## config.mk

```make
export PLATFORM = sky130hd
export DESIGN_NAME = asmct_ctrl
export DESIGN_NICKNAME = d
export VERILOG_FILES = /design/src/logic/asmct_pkg.sv /design/src/logic/asmct_ctrl.sv /design/src/logic/asmct_width_calc.sv
export SDC_FILE = /design/constraint.sdc
export NUM_CORES = 1
export LEC_CHECK = 0
export ABC_AREA = 1
export ABC_CLOCK_PERIOD_IN_PS = 5200
export BUFFER_PORTS_ARGS = -buffer_cell sky130_fd_sc_hd__buf_2
export CORE_MARGIN = 2
export CORE_UTILIZATION = 30
export CTS_CLUSTER_SIZE = 24
export DETAILED_ROUTE_END_ITERATION = 7
export GPL_TIMING_DRIVEN = 1
export SLEW_MARGIN = 5
export SYNTH_ARGS = -nofsm -noshare
export SYNTH_HDL_FRONTEND = slang
export SYNTH_SLANG_ARGS = --single-unit
```

## constraint.sdc

```tcl
create_clock -name mclk -period 5.2 [get_ports mclk]
set_input_delay 0.52 -clock mclk [delete_from_list [all_inputs] [get_ports mclk]]
set_output_delay 0.52 -clock mclk [all_outputs]
set_load 0.03 [all_outputs]
```

## src/logic/asmct_pkg.sv

```systemverilog
// Package of constants and types for the async static memory cycle timing block
`default_nettype none
package asmct_pkg;
    // -------------------------------------------------------------
    // Chip-select map
    // -------------------------------------------------------------
    localparam int unsigned CS_COUNT = 4;
    localparam logic [31:0] CS_WINDOW_MASK = 32'hf000_0000;
    localparam logic [31:0] CS_WINDOW_BASE = 32'h0000_0000;
    localparam int unsigned CS_SEL_LSB = 26;
    localparam int unsigned CS_RSVD_BIT = 25;
    // -------------------------------------------------------------
    // Idle gaps between chip-select activity, in clock cycles
    // -------------------------------------------------------------
    localparam logic [2:0] GAP_DMA_RD_TO_OTHER = 3'h3;
    localparam logic [2:0] GAP_DMA_WR_TO_OTHER = 3'h1;
    localparam logic [2:0] GAP_CPU_RD_TO_DMA = 3'h4;
    localparam logic [2:0] GAP_SAME_SEQ = 3'h0;
    localparam logic [2:0] GAP_RESET = 3'h0;
    // -------------------------------------------------------------
    // Field widths and divide codes
    // -------------------------------------------------------------
    localparam int unsigned WST_W = 4;
    localparam int unsigned CNT_W = 10;
    localparam logic [1:0] DIV_BY1 = 2'h0;
    localparam logic [1:0] DIV_BY2 = 2'h1;
    localparam logic [1:0] DIV_BY4 = 2'h2;
    localparam logic [1:0] DIV_BY6 = 2'h3;

    typedef struct packed {
        logic [WST_W-1:0] read_wait_states;
        logic [WST_W-1:0] write_wait_states;
        logic [WST_W-1:0] write_strobe_length;
        logic [1:0] strobe_clock_divide;
    } asmct_cfg_t;

    typedef struct packed {
        logic valid;
        logic write;
        logic from_cpu;
        logic [2:0] halfwords;
        logic [31:0] addr;
    } asmct_req_t;
endpackage
`default_nettype wire

```

## src/logic/asmct_ctrl.sv

```systemverilog
// Cycle timing and chip-select sequencer for the async static memory port
// Function
// - Read chip-select width is D*(read_wait_states+1)+D cycles.
// - Write chip-select width is D*(write_wait+strobe_length+1)+2D cycles.
// - After DMA read, wait at least 3 cycles before other access.
// - After DMA write, wait at least 1 idle cycle before other access.
// - Halfwords of a 32-bit or burst access run back to back.
// - After processor read, wait at least 4 cycles before DMA access.
// - Decode four 32-Mbyte regions based at 0x00000000, 0x04000000, 0x08000000, 0x0c000000.
// - Upper half of each 64-Mbyte window is reserved, selects nothing.
`default_nettype none
module asmct_ctrl
    import asmct_pkg::*;
(
    input wire logic mclk,
    input wire logic rst_n,
    input wire asmct_pkg::asmct_req_t req,
    input wire asmct_pkg::asmct_cfg_t cfg_cs0,
    input wire asmct_pkg::asmct_cfg_t cfg_cs1,
    input wire asmct_pkg::asmct_cfg_t cfg_cs2,
    input wire asmct_pkg::asmct_cfg_t cfg_cs3,
    output logic req_ready,
    output logic req_error,
    output logic [asmct_pkg::CS_COUNT-1:0] cs_n,
    output logic halfword_done,
    output logic busy
);
    import asmct_pkg::*;

    typedef enum logic [1:0] {ASMCT_IDLE, ASMCT_GAP, ASMCT_ACTIVE} asmct_state_t;

    // -------------------------------------------------------------
    // Region decode
    // -------------------------------------------------------------
    logic in_window;
    logic reserved;
    logic [1:0] region;
    asmct_cfg_t sel_cfg;
    logic [CNT_W-1:0] calc_width;

    assign in_window = (req.addr & CS_WINDOW_MASK) == CS_WINDOW_BASE;
    assign reserved = req.addr[CS_RSVD_BIT];
    assign region = req.addr[CS_SEL_LSB +: 2];

    always_comb
    begin
        case (region)
            2'h0: sel_cfg = cfg_cs0;
            2'h1: sel_cfg = cfg_cs1;
            2'h2: sel_cfg = cfg_cs2;
            default: sel_cfg = cfg_cs3;
        endcase
    end

    asmct_width_calc u_width (
        .cfg(sel_cfg),
        .write(req.write),
        .width(calc_width)
    );

    // -------------------------------------------------------------
    // Gap tracking
    // -------------------------------------------------------------
    asmct_state_t state;
    logic [CNT_W-1:0] cnt;
    logic [2:0] hw_left;
    logic [1:0] act_region;
    logic [CNT_W-1:0] act_width;
    logic last_valid;
    logic last_write;
    logic last_cpu;
    logic [2:0] idle_cnt;
    logic [2:0] need_gap;
    logic accept;
    logic start;
    logic bad;
    logic gap_ok;

    // Gap is measured from the last cycle of chip select of the previous access
    always_comb
    begin
        need_gap = GAP_SAME_SEQ;
        if (last_valid)
        begin
            if (last_cpu && !req.from_cpu)
                need_gap = GAP_CPU_RD_TO_DMA;
            else if (!last_cpu && !last_write)
                need_gap = GAP_DMA_RD_TO_OTHER;
            else if (!last_cpu && last_write)
                need_gap = GAP_DMA_WR_TO_OTHER;
        end
    end

    assign bad = !in_window || reserved || req.halfwords == 3'h0
        || (req.from_cpu && req.write);
    assign accept = req.valid && state == ASMCT_IDLE;
    // The high cycle ending at the start edge counts too, so gaps are exact, not one long
    assign gap_ok = ({1'b0, idle_cnt} + 4'h1) >= {1'b0, need_gap};
    assign start = accept && !bad && gap_ok;
    assign req_ready = state == ASMCT_IDLE && (bad || gap_ok);
    assign busy = state != ASMCT_IDLE;

    always_ff @(posedge mclk)
    begin
        if (!rst_n)
            idle_cnt <= 3'h7;
        else if (state == ASMCT_ACTIVE)
            idle_cnt <= GAP_RESET;
        else if (idle_cnt != 3'h7)
            idle_cnt <= idle_cnt + 3'h1;
    end

    always_ff @(posedge mclk)
    begin
        if (!rst_n)
        begin
            last_valid <= 1'b0;
            last_write <= 1'b0;
            last_cpu <= 1'b0;
        end
        else if (start)
        begin
            last_valid <= 1'b1;
            last_write <= req.write;
            last_cpu <= req.from_cpu;
        end
    end

    // -------------------------------------------------------------
    // Sequencer
    // -------------------------------------------------------------
    always_ff @(posedge mclk)
    begin
        if (!rst_n)
        begin
            state <= ASMCT_IDLE;
            cnt <= '0;
            hw_left <= 3'h0;
            act_region <= 2'h0;
            act_width <= '0;
        end
        else
        begin
            case (state)
                ASMCT_IDLE:
                begin
                    if (start)
                    begin
                        state <= ASMCT_ACTIVE;
                        cnt <= calc_width;
                        act_width <= calc_width;
                        hw_left <= req.halfwords;
                        act_region <= region;
                    end
                end
                ASMCT_ACTIVE:
                begin
                    if (cnt == CNT_W'(1))
                    begin
                        if (hw_left > 3'h1)
                        begin
                            hw_left <= hw_left - 3'h1;
                            cnt <= act_width;
                        end
                        else
                            state <= ASMCT_IDLE;
                    end
                    else
                        cnt <= cnt - CNT_W'(1);
                end
                default: state <= ASMCT_IDLE;
            endcase
        end
    end

    always_ff @(posedge mclk)
    begin
        if (!rst_n)
        begin
            cs_n <= '1;
            req_error <= 1'b0;
            halfword_done <= 1'b0;
        end
        else
        begin
            req_error <= accept && bad;
            halfword_done <= state == ASMCT_ACTIVE && cnt == CNT_W'(1);
            if (start)
                cs_n <= ~(CS_COUNT'(1) << region);
            else if (state == ASMCT_ACTIVE && cnt == CNT_W'(1) && hw_left <= 3'h1)
                cs_n <= '1;
        end
    end

    // -------------------------------------------------------------
    // Checks
    // -------------------------------------------------------------
    property p_read_width;
        @(posedge mclk) disable iff (!rst_n)
        (start && !req.write && req.halfwords == 3'h1 && sel_cfg.strobe_clock_divide == DIV_BY1
         && sel_cfg.read_wait_states == 4'h0) |=> (cs_n != 4'hf) [*2] ##1 cs_n == 4'hf;
    endproperty
    a_read_width: assert property (p_read_width) else $error("read cs width wrong");

    property p_write_width;
        @(posedge mclk) disable iff (!rst_n)
        (start && req.write && req.halfwords == 3'h1 && sel_cfg.strobe_clock_divide == DIV_BY1
         && sel_cfg.write_wait_states == 4'h0 && sel_cfg.write_strobe_length == 4'h0)
        |=> (cs_n != 4'hf) [*3] ##1 cs_n == 4'hf;
    endproperty
    a_write_width: assert property (p_write_width) else $error("write cs width wrong");

    property p_dma_rd_gap;
        @(posedge mclk) disable iff (!rst_n)
        (start && last_valid && !last_cpu && !last_write)
        |-> cs_n == 4'hf && $past(cs_n) == 4'hf && $past(cs_n, 2) == 4'hf;
    endproperty
    a_dma_rd_gap: assert property (p_dma_rd_gap) else $error("gap after dma read short");

    property p_dma_wr_gap;
        @(posedge mclk) disable iff (!rst_n)
        (start && last_valid && !last_cpu && last_write) |-> cs_n == 4'hf;
    endproperty
    a_dma_wr_gap: assert property (p_dma_wr_gap) else $error("gap after dma write short");

    // After a DMA write, a waiting request must go out after exactly one idle cycle
    property p_dma_wr_allow;
        @(posedge mclk) disable iff (!rst_n)
        (state == ASMCT_IDLE && req.valid && !bad && last_valid && !last_cpu && last_write
         && cs_n == 4'hf && $past(cs_n) != 4'hf) |-> start;
    endproperty
    a_dma_wr_allow: assert property (p_dma_wr_allow) else $error("held off after dma write");

    property p_back_to_back;
        @(posedge mclk) disable iff (!rst_n)
        (state == ASMCT_ACTIVE && cnt == CNT_W'(1) && hw_left > 3'h1) |=> cs_n != 4'hf;
    endproperty
    a_back_to_back: assert property (p_back_to_back) else $error("halfword gap seen");

    property p_cpu_gap;
        @(posedge mclk) disable iff (!rst_n)
        (start && last_valid && last_cpu && !req.from_cpu)
        |-> cs_n == 4'hf && $past(cs_n) == 4'hf && $past(cs_n, 2) == 4'hf
            && $past(cs_n, 3) == 4'hf;
    endproperty
    a_cpu_gap: assert property (p_cpu_gap) else $error("gap after cpu read short");

    property p_decode;
        @(posedge mclk) disable iff (!rst_n)
        start |=> cs_n == ~(4'h1 << $past(region));
    endproperty
    a_decode: assert property (p_decode) else $error("wrong chip select");

    property p_reserved;
        @(posedge mclk) disable iff (!rst_n)
        (accept && req.addr[CS_RSVD_BIT]) |=> req_error && $stable(cs_n);
    endproperty
    a_reserved: assert property (p_reserved) else $error("reserved area selected");

    property p_cfg_used;
        @(posedge mclk) disable iff (!rst_n)
        start |=> cnt == $past(calc_width);
    endproperty
    a_cfg_used: assert property (p_cfg_used) else $error("region settings not applied");

    c_read: cover property (@(posedge mclk) disable iff (!rst_n) start && !req.write);
    c_write: cover property (@(posedge mclk) disable iff (!rst_n) start && req.write);
    c_burst: cover property (@(posedge mclk) disable iff (!rst_n) start && req.halfwords == 3'h4);
    c_err: cover property (@(posedge mclk) disable iff (!rst_n) req_error);
endmodule
`default_nettype wire

```

## src/logic/asmct_width_calc.sv

```systemverilog
// Chip-select active width calculator for one halfword of an access
`default_nettype none
module asmct_width_calc
    import asmct_pkg::*;
(
    input wire asmct_pkg::asmct_cfg_t cfg,
    input wire logic write,
    output logic [asmct_pkg::CNT_W-1:0] width
);
    logic [CNT_W-1:0] div;
    logic [CNT_W-1:0] base;
    always_comb
    begin
        case (cfg.strobe_clock_divide)
            DIV_BY1: div = CNT_W'(1);
            DIV_BY2: div = CNT_W'(2);
            DIV_BY4: div = CNT_W'(4);
            default: div = CNT_W'(6);
        endcase
        if (write)
        begin
            base = CNT_W'(cfg.write_wait_states) + CNT_W'(cfg.write_strobe_length)
                + CNT_W'(1);
            width = CNT_W'(div * base + (div << 1));
        end
        else
        begin
            base = CNT_W'(cfg.read_wait_states) + CNT_W'(1);
            width = CNT_W'(div * base + div);
        end
    end
endmodule
`default_nettype wire

```

==> results of run 1 <==
-- per-layer routing --
layer,vias up,GRT usage [%],share of wire [%]
li1,2205,-,-
met1,1755,18.8,50
met2,52,23.8,46
met3,11,2.38,2.9
met4,0,3.01,1.3
met5,-,0,0
-- worst register-to-register path: cells and delay by family, from the launching register on --
family          cells  cell delay (ns)
fa+ha+maj           3             0.83
simple gates        5             0.70
compound gates      1             0.21
flops               1             0.35
-- worst max path at each step --
stage,endpoint,slack (ns),cells past startpoint
final,cnt[8],0.33,26
after detailed placement,cnt[4],0.07,23
after floorplan,act_width[8],0.34,27
after CTS,cnt[8],0.32,26
after global routing,cnt[8],0.02,26
after global placement,cnt[8],0.1,26
-- cell families after synthesis --
group	share of synthesized area (%)
AO/OA/AOI/OAI	10.7
XOR/XNOR	1.95
adder cells (fa/ha/maj)	18.8
buffers and inverters	10.9
flip-flops	17.8
AND/OR/NAND/NOR	39.8
-- layout by cell type (no fill, tap or decap), types with 4 or more instances in the layout --
master | synthesis | layout
fa_1 | 13 | 13
xor2_1 | 6 | 6
buf_4 | 2 | 10
nand2_1 | 178 | 178
a21oi_1 | 21 | 21
buf_2 | 3 | 78
ha_1 | 40 | 40
clkbuf_16 | 0 | 5
nand3_1 | 63 | 63
nor2_4 | 4 | 4
nand2_2 | 5 | 5
inv_2 | 5 | 5
o21ai_0 | 49 | 49
nor2_2 | 6 | 6
or2_2 | 6 | 6
inv_1 | 83 | 83
dfxtp_1 | 36 | 36
nand2_4 | 5 | 5
nor2_1 | 79 | 79
-- power groups by stage --
stage | clock, mW | combinational, mW | sequential [mW]
2_1_floorplan | 0 | 0.584 | 0.310
3_3_place_gp | 0 | 0.755 | 0.312
3_5_place_dp | 0 | 0.761 | 0.312
4_1_cts | 0.346 | 0.768 | 0.306
5_1_grt | 0.360 | 0.895 | 0.309
6_report | 0.339 | 0.758 | 0.307
-- per-stage QoR --
stage | instance area, sq um | hold slack [ns] | setup slack [ns] | utilization, %
final | 4790 | 0.459 | 0.330 | 36.3
after detailed placement | 4620 | 0.452 | 0.0714 | 35.0
after global placement | 4620 | 0.453 | 0.0994 | 35.0
after floorplan | 4040 | 0.440 | 0.341 | -
after CTS | 4790 | 0.461 | 0.315 | 36.3
after global routing | 4790 | 0.488 | 0.0192 | 36.3
-- flip-flops by register name, summed over array words and instances (netlist names) --
name / cells
act_width: 10
cnt: 10
cs_n: 4
halfword_done: 1
hw_left: 3
idle_cnt: 3
last_cpu: 1
last_valid: 1
last_write: 1
req_error: 1
state: 1
-- area by class of cell --
cell class | count | area, sq um
clock buffer | 6 | 129
clock inverter | 2 | 35.0
fill | 1470 | 8400
inverter | 89 | 335
multi-input combinational | 502 | 2880
sequential | 36 | 721
tap | 176 | 220
timing repair buffer | 88 | 465
==> impl_metrics.json, run 1 <==
{
  "status": "complete, no violations",
  "numCtsBuffers": 5,
  "ant_nets": 0,
  "finalClockSkew_ns": 0.00622,
  "r2r-start": "idle_cnt[0]",
  "totalWireLength_mm": 9.58,
  "slew_headroom_pct": 63.7,
  "min_to": "act_width[2]",
  "r2r_end": "cnt[2]",
  "whs_path_depth": 2,
  "min_path_type": "flop to flop",
  "power_frac_seq_pct": 21.8,
  "switchingPower_mw": 0.580,
  "p_leak_nw": 2.57,
  "grt_pass1_wl_mm": 17.0,
  "path_clk_slew_ns": 0.06,
  "netlist_instances": 643,
  "critPathKind": "primary input to flop",
  "postCtsResizedCells": 0,
  "min_from": "act_width[2]",
  "drcViolationCount": 0,
  "diodes": 0,
  "tritoncts": "done",
  "ys_top_cells_by_count": "nand2_1 (178), inv_1 (83), nor2_1 (79), nand3_1 (63), o21ai_0 (49)",
  "synth_cell_types": 38,
  "placed_cells": 891,
  "grt_pass1_vias": 3892,
  "drv_slew": 0,
  "syn_nets": 792,
  "clkPwrFrac_pct": 24.1,
  "clock_sinks": 36,
  "routed_via_density": 4.47,
  "drt_iter0_drc": 164,
  "crit_path_max_fanout": 13,
  "die_x_um": 120,
  "cts_htree_levels": 2,
  "fin_crit_sh_pct": 93.7,
  "syn_to_final_growth_pct": 18.4,
  "reg2reg_depth": 9,
  "synth_edf_count": 0,
  "core.rowCount": 42,
  "grt_start_max_net_pins": 26,
  "overflow": 0,
  "synth_area_sq_um": 4040,
  "stdcell_count": 899,
  "cts.path.max_buffers": 2,
  "intPower_mw": 0.824,
  "arrival_ns": 5.07,
  "rrSetupSlack_ns": 3.00,
  "startpoint_type": "primary input",
  "p_per_area_nw_per_um2": 293,
  "ir_worst_vdd_mv": 0.117,
  "crit_family": "adder cells",
  "routabilityCongestion": 0.921,
  "cts_hold_buf": 0,
  "async_flop_share_pct": 0,
  "port_buffers": 78,
  "firstDrtPassIters": 4,
  "grt_setup_unrepaired": "no",
  "tightestPinTransition_ns": 0.544,
  "synth_ff_type": "dfxtp_1",
  "clock.fmax_mhz": 205,
  "yosysTopAreaCellShare_pct": 17.8,
  "switching_share_pct": 41.3,
  "path_buf_inv": 5,
  "wl_per_cell_um": 10.7,
  "cp_common_cell": "nand2_1",
  "slowest_delay_ns": 0.49,
  "finalSetupViolCount": 0,
  "synth.most_common_cell": "nand2_1",
  "post-dp-hpwl_mm": 7.75,
  "dr_total_vias": 4023,
  "yosys_warnings": 0,
  "maxCapViolCount": 0,
  "netlist_top_cells_area": "dfxtp_1 (18%), nand2_1 (17%), ha_1 (12%)",
  "fin_total_pwr_mw": 1.40,
  "core-area_sq_um": 13200,
  "cts_root_buf": "clkbuf_16",
  "cp_slowest_cell": "fa_1",
  "grt_usage_pct": 14.1,
  "crit_required_ns": 5.40,
  "hold_viol_final": 0,
  "synth_area_per_cell_sq_um": 6.29,
  "endpoint_kind": "flop",
  "dieArea_sq_um": 14400,
  "crit_path_start": "req[27]",
  "start_util_pct": 30.6,
  "die_h_um": 120,
  "antenna_found_initial": 0,
  "final.min_clock_period_ns": 4.87,
  "post_cts_buffers": 0,
  "p_comb_share_pct": 54.0,
  "ioPinCount": 104,
  "drive_gt1_share_pct": 18.4,
  "clk_latency_ns": 0.28,
  "yosysSeqAreaShare_pct": 17.8,
  "tns_ns": 0,
  "nets": 871,
  "ys_ff_latch": 36,
  "yosys.area.top_type": "dfxtp_1"
}
(Power assumes the default switching activity.)
==> inputs of run 2 (changes only) <==
==> constraint.sdc (replaced) <==
create_clock -name mclk -period 5.2 [get_ports mclk]
set_input_delay 0.26 -clock mclk [delete_from_list [all_inputs] [get_ports mclk]]
set_output_delay 0.26 -clock mclk [all_outputs]
set_load 0.03 [all_outputs]
==> run 2 against run 1 <==
Wire length up 1.9%. Count of clock-buffer cells in the layout did not move. Combinational power is 3% lower. Setup slack improved by 0.21 ns. Via count grew 1.1%. Maximum frequency increased by 4.5%. First-iteration DRC count up 15%. Cell area decreased by 1.1%. Largest power group unchanged.
==> impl_metrics.json, run 2 (synthesized netlist as in run 1, its figures left out) <==
{
  "status": "complete, no violations",
  "tns_ns": 0,
  "grt_start_max_net_pins": 26,
  "finalClockSkew_ns": 0.00964,
  "numCtsBuffers": 5,
  "crit_required_ns": 5.37,
  "layout_common_cells": "nand2_1 (178), inv_1 (83), nor2_1 (79)",
  "r2r-start": "idle_cnt[0]",
  "min_path_type": "primary input to flop",
  "slew_headroom_pct": 63.2,
  "crit_path_max_fanout": 18,
  "cts.path.max_buffers": 2,
  "dr_total_vias": 4069,
  "cts_htree_levels": 2,
  "endpoint_kind": "flop",
  "start_util_pct": 30.6,
  "die_x_um": 120,
  "hold_viol_final": 0,
  "p_leak_nw": 2.54,
  "reg2reg_depth": 9,
  "core-area_sq_um": 13200,
  "overflow": 0,
  "fin_total_pwr_mw": 1.39,
  "grt_usage_pct": 14.4,
  "tightestPinTransition_ns": 0.552,
  "routabilityCongestion": 0.849,
  "post_cts_buffers": 0,
  "fillers": 1447,
  "ir_worst_vdd_mv": 0.142,
  "placed_cells": 884,
  "drcViolationCount": 0,
  "startpoint_type": "primary input",
  "diodes": 0,
  "core.rowCount": 42,
  "rrSetupSlack_ns": 3.00,
  "cts_root_buf": "clkbuf_16",
  "tritoncts": "done",
  "antenna_found_initial": 0,
  "largest_registers": "act_width x10, cnt x10, cs_n x4",
  "postCtsResizedCells": 0,
  "grt_pass1_vias": 3908,
  "clock.fmax_mhz": 215,
  "path_clk_slew_ns": 0.05,
  "min_to": "req_error",
  "finalSetupViolCount": 0,
  "regArea_sq_um": 721,
  "multiInputGateArea_sq_um": 2880,
  "ant_nets": 0,
  "arrival_ns": 4.83,
  "p_per_area_nw_per_um2": 294,
  "routed_via_density": 4.56,
  "nets": 864,
  "final.min_clock_period_ns": 4.66,
  "mostFrequentLayoutCell": "nand2_1",
  "grt_pass1_wl_mm": 17.3,
  "wl_per_cell_um": 10.9,
  "syn_to_final_growth_pct": 17.1,
  "die_h_um": 120,
  "crit_path_start": "req[27]",
  "clk_latency_ns": 0.29,
  "totalWireLength_mm": 9.76,
  "dieArea_sq_um": 14400,
  "clock_sinks": 36,
  "stdcell_count": 892,
  "drive_gt1_share_pct": 17.6,
  "whs_path_depth": 3,
  "firstDrtPassIters": 4,
  "ioPinCount": 104,
  "cts_hold_buf": 0,
  "port_buffers": 78,
  "min_from": "req[37]",
  "critPathKind": "primary input to flop",
  "post-dp-hpwl_mm": 7.76,
  "drv_slew": 0,
  "fin_crit_sh_pct": 89.6,
  "maxCapViolCount": 0,
  "drt_iter0_drc": 189,
  "r2r_end": "cnt[3]",
  "grt_setup_unrepaired": "no"
}
-- run 2: cell count changes in the layout (fill, tap and decap cells not counted) --
| cell | previous run | this run |
|---|---|---|
| buf_4 | 10 | 3 |
-- run 2: how the worst max path moves through the flow --
| stage | to | cells after the start |
|---|---|---|
| 6_report | cnt[4] | 23 |
| 4_1_cts | cnt[4] | 23 |
| 3_3_place_gp | cnt[4] | 23 |
| 3_5_place_dp | cnt[4] | 23 |
| 5_1_grt | cnt[4] | 23 |
| 2_1_floorplan | act_width[8] | 27 |
-- run 2: metrics by stage --
stage	area [sq um]	worst slack, ns	utilization (%)	hold slack (ns)
floorplan	4040	0.601	-	0.398
global placement	4570	0.202	34.6	0.451
detailed placement	4570	0.191	34.6	0.453
CTS	4730	0.480	35.9	0.232
global route	4730	0.136	35.9	0.242
finish	4730	0.540	35.9	0.234
-- run 2: area by class of cell --
type / instances / share of cell area [%]
Clock inverter: 2 / 0.740
Tap cell: 176 / 4.65
Clock buffer: 6 / 2.72
Timing Repair Buffer: 81 / 8.72
Sequential cell: 36 / 15.2
Multi-Input combinational cell: 502 / 60.9
Inverter: 89 / 7.08
-- run 2: worst max-delay path, cell delays in order --
cell	delay, ns
buf_2	0.24
nor2_4	0.25
nand2_1	0.07
nand3_1	0.08
o21ai_0	0.08
inv_1	0.06
ha_1	0.16
inv_1	0.05
fa_1	0.49
inv_1	0.04
ha_1	0.21
xor2_1	0.19
or2_2	0.32
fa_1	0.48
inv_1	0.05
fa_1	0.44
ha_1	0.25
fa_1	0.40
xor2_1	0.16
o21ai_0	0.27
nor2_1	0.07
nor2_1	0.14
nor2_1	0.05
-- run 2: routing by layer --
layer,global-route usage (%),routed length [um],up-vias,part of all wire (%)
li1,-,-,2187,-
met1,19.4,4830,1803,49
met2,24.6,4500,69,46
met3,1.76,332,10,3.4
met4,3.09,94,0,0.96
met5,0,0,-,0
-- run 2: report_power, final --
| part | switching (mW) | internal [mW] |
|---|---|---|
| clock | 0.120 | 0.226 |
| sequential | 0.0142 | 0.292 |
| combinational | 0.448 | 0.291 |
==> inputs of run 3 (changes only) <==
--- a/config.mk
+++ b/config.mk
@@ -5,14 +5,14 @@
 export SDC_FILE = /design/constraint.sdc
 export NUM_CORES = 1
 export LEC_CHECK = 0
-export ABC_AREA = 1
 export ABC_CLOCK_PERIOD_IN_PS = 5200
 export BUFFER_PORTS_ARGS = -buffer_cell sky130_fd_sc_hd__buf_2
 export CORE_MARGIN = 2
-export CORE_UTILIZATION = 30
+export CORE_UTILIZATION = 49
 export CTS_CLUSTER_SIZE = 24
 export DETAILED_ROUTE_END_ITERATION = 7
 export GPL_TIMING_DRIVEN = 1
+export PLACE_DENSITY = 0.78
 export SLEW_MARGIN = 5
 export SYNTH_ARGS = -nofsm -noshare
 export SYNTH_HDL_FRONTEND = slang
==> run 3 against run 2 <==
Via count decreased by 5.8%. Die area decreased by 38%. Sequential power is essentially flat. Wire length fell by 3.5%. Non-clock buffer count increased by 3. Combinational power rose by 16%. Setup slack got worse by 0.19 ns. Final cell count decreased by 28%. Clock power is 29% lower. Utilization is 21 points higher. Global-route usage up 7.5 points. Critical endpoint is now cnt[6]. Largest cell class unchanged. Highest routed layer unchanged.
==> impl_metrics.json, run 3 <==
{
  "status": "complete, no violations",
  "syn_to_final_growth_pct": 14.0,
  "tightestPinTransition_ns": 0.937,
  "grt_start_max_net_pins": 27,
  "fin_area_sq_um": 4570,
  "fillers": 753,
  "synth_edf_count": 0,
  "clock.fmax_mhz": 206,
  "largest_registers": "act_width x10, cnt x10, cs_n x4",
  "grt_setup_unrepaired": "no",
  "clk_latency_ns": 0.29,
  "hold_viol_final": 0,
  "diodes": 0,
  "path_clk_slew_ns": 0.07,
  "finalClockSkew_ns": 0.00321,
  "cts_hold_buf": 0,
  "use_met3_pct": 2.47,
  "fin_crit_sh_pct": 93.2,
  "dieArea_sq_um": 8930,
  "start_util_pct": 49.6,
  "grt_pass1_wl_mm": 15.9,
  "wl_per_cell_um": 14.8,
  "tns_ns": 0,
  "die_h_um": 94.5,
  "synth_area_per_cell_sq_um": 8.66,
  "clock_sinks": 36,
  "overflow": 0,
  "top_usage_layer": "met2",
  "endpoint_kind": "flop",
  "crit_path_max_fanout": 13,
  "use_met1_pct": 27.1,
  "met2_usage_pct": 39.3,
  "drcViolationCount": 0,
  "whs_ns": 0.234,
  "startpoint_type": "primary input",
  "cts.path.max_buffers": 2,
  "yosysSeqAreaShare_pct": 18.0,
  "p_per_area_nw_per_um2": 307,
  "numCtsBuffers": 5,
  "arrival_ns": 5.04,
  "min_path_type": "primary input to flop",
  "ir_worst_vdd_mv": 0.136,
  "final.min_clock_period_ns": 4.85,
  "multiInputGateArea_sq_um": 3080,
  "drv_slew": 0,
  "ioPinCount": 104,
  "maxCapViolCount": 0,
  "mostFrequentLayoutCell": "buf_2",
  "antenna_found_initial": 0,
  "ys_top_cells_by_count": "ha_1 (40), nor2_1 (40), nand2_1 (37), dfxtp_1 (36), o21ai_0 (27)",
  "cts_root_buf": "clkbuf_8",
  "drive_gt1_share_pct": 24.4,
  "slew_headroom_pct": 37.4,
  "yosys_warnings": 0,
  "drt_iter0_drc": 181,
  "synth_cell_types": 78,
  "crit_required_ns": 5.39,
  "syn_nets": 612,
  "yosys.area.top_type": "dfxtp_1",
  "post_cts_buffers": 0,
  "firstDrtPassIters": 5,
  "critPathKind": "primary input to flop",
  "nets": 681,
  "routed_via_density": 6.01,
  "ys_ff_latch": 36,
  "dr_total_vias": 3834,
  "grt_usage_pct": 21.9,
  "finalSetupViolCount": 0,
  "async_flop_share_pct": 0,
  "regArea_sq_um": 721,
  "placed_area_sq_um": 4450,
  "synth_area_sq_um": 4010,
  "synth_ff_type": "dfxtp_1",
  "placed_cells": 630,
  "layout_common_cells": "buf_2 (77), nor2_1 (40), ha_1 (40)",
  "grt_pass1_vias": 3546,
  "port_buffers": 78,
  "post-dp-hpwl_mm": 7.41,
  "tritoncts": "done",
  "netlist_top_cells_area": "dfxtp_1 (18%), ha_1 (12%), mux4_2 (6.7%)",
  "die_x_um": 94.5,
  "stdcell_count": 638,
  "core.rowCount": 33,
  "yosysTopAreaCellShare_pct": 18.0,
  "routabilityCongestion": 0.886,
  "ant_nets": 0,
  "core-area_sq_um": 8090,
  "p_leak_nw": 1.96,
  "netlist_instances": 463,
  "cts_htree_levels": 2,
  "totalWireLength_mm": 9.42
}
[run 3: cell count changes in the layout (fill, tap and decap cells not counted), moves of 7 or more]
cell      before  now
a211oi_1       0   11
a21o_1         0    8
and2_1         0   10
inv_1         83   20
mux2i_1        0   10
mux4_2         0   12
nand2_1      178   37
nand3_1       63   12
nor2_1        79   40
nor3_1         1   12
o21ai_0       49   27
or3_1          0    7
[run 3: path summary, 6_finish.rpt]
check / start / end / slack [ns] / cells past startpoint
hold reg to reg: last_write / last_write / 0.45 / 2
setup / recovery: req[26] / cnt[6] / 0.35 / 19
setup reg to reg: idle_cnt[0] / cnt[6] / 2.42 / 8
hold / removal: req[35] / last_cpu / 0.23 / 3
[run 3: layout make-up]
cell class              count  share of cell area (%)
repair buffers             84                    9.58
clock inverters             3                   0.930
multi-input cells         382                    67.5
well taps                 105                    2.87
inverters                  23                    1.89
clock buffers               5                    1.51
flip-flops and latches     36                    15.8
[run 3: stage by stage]
step                      utilization [%]  worst slack (ns)  total power [mW]
after floorplan                         -             0.173             0.944
after global placement               55.0             0.131              1.10
after detailed placement             55.0           -0.0355              1.14
after CTS                            56.4             0.275              1.39
after global routing                 56.5          0.000388              1.52
final                                56.5             0.351              1.41
[run 3: worst max-delay path, stage by stage]
cell and delay [ns]:
clkbuf_4 0.24, mux4_2 0.53, ha_1 0.22, inv_1 0.07
fa_1 0.40, inv_1 0.08, ha_1 0.21, xnor2_1 0.13
nand2b_1 0.18, fa_1 0.48, inv_1 0.05, fa_1 0.46
ha_1 0.25, fa_1 0.42, a211oi_1 0.29, o21ai_0 0.14
o21bai_1 0.19, o2111a_1 0.17, nor4_1 0.26
[run 3: cell families (layout without fill, tap and decap cells)]
group | after synthesis | in the layout | share of synthesized area (%)
AOI/OAI and AO/OA | 116 | 116 | 19.8
xor gates and xnor gates | 12 | 12 | 2.62
adders and majority gates | 53 | 53 | 19.0
buffers and inverters | 45 | 115 | 5.27
DFF | 36 | 36 | 18.0
muxes | 26 | 26 | 10.8
and+or+nand+nor | 175 | 175 | 24.5
[run 3: timing repair]
action,CTS,global route
hold endpoints to repair,0,0
endpoints found under the setup margin,0,5
resized for setup,0,2
[run 3: routing by layer]
layer  wire length (um)  vias to the layer above
li1                   -                     1854
met1               3940                     1809
met2               4750                      153
met3                552                       18
met4                179                        0
met5                  0                        -
[run 3: where the power goes]
part	total, mW	internal, mW	switching, mW
clock network	0.245	0.142	0.103
registers	0.305	0.290	0.0155
logic	0.855	0.384	0.471
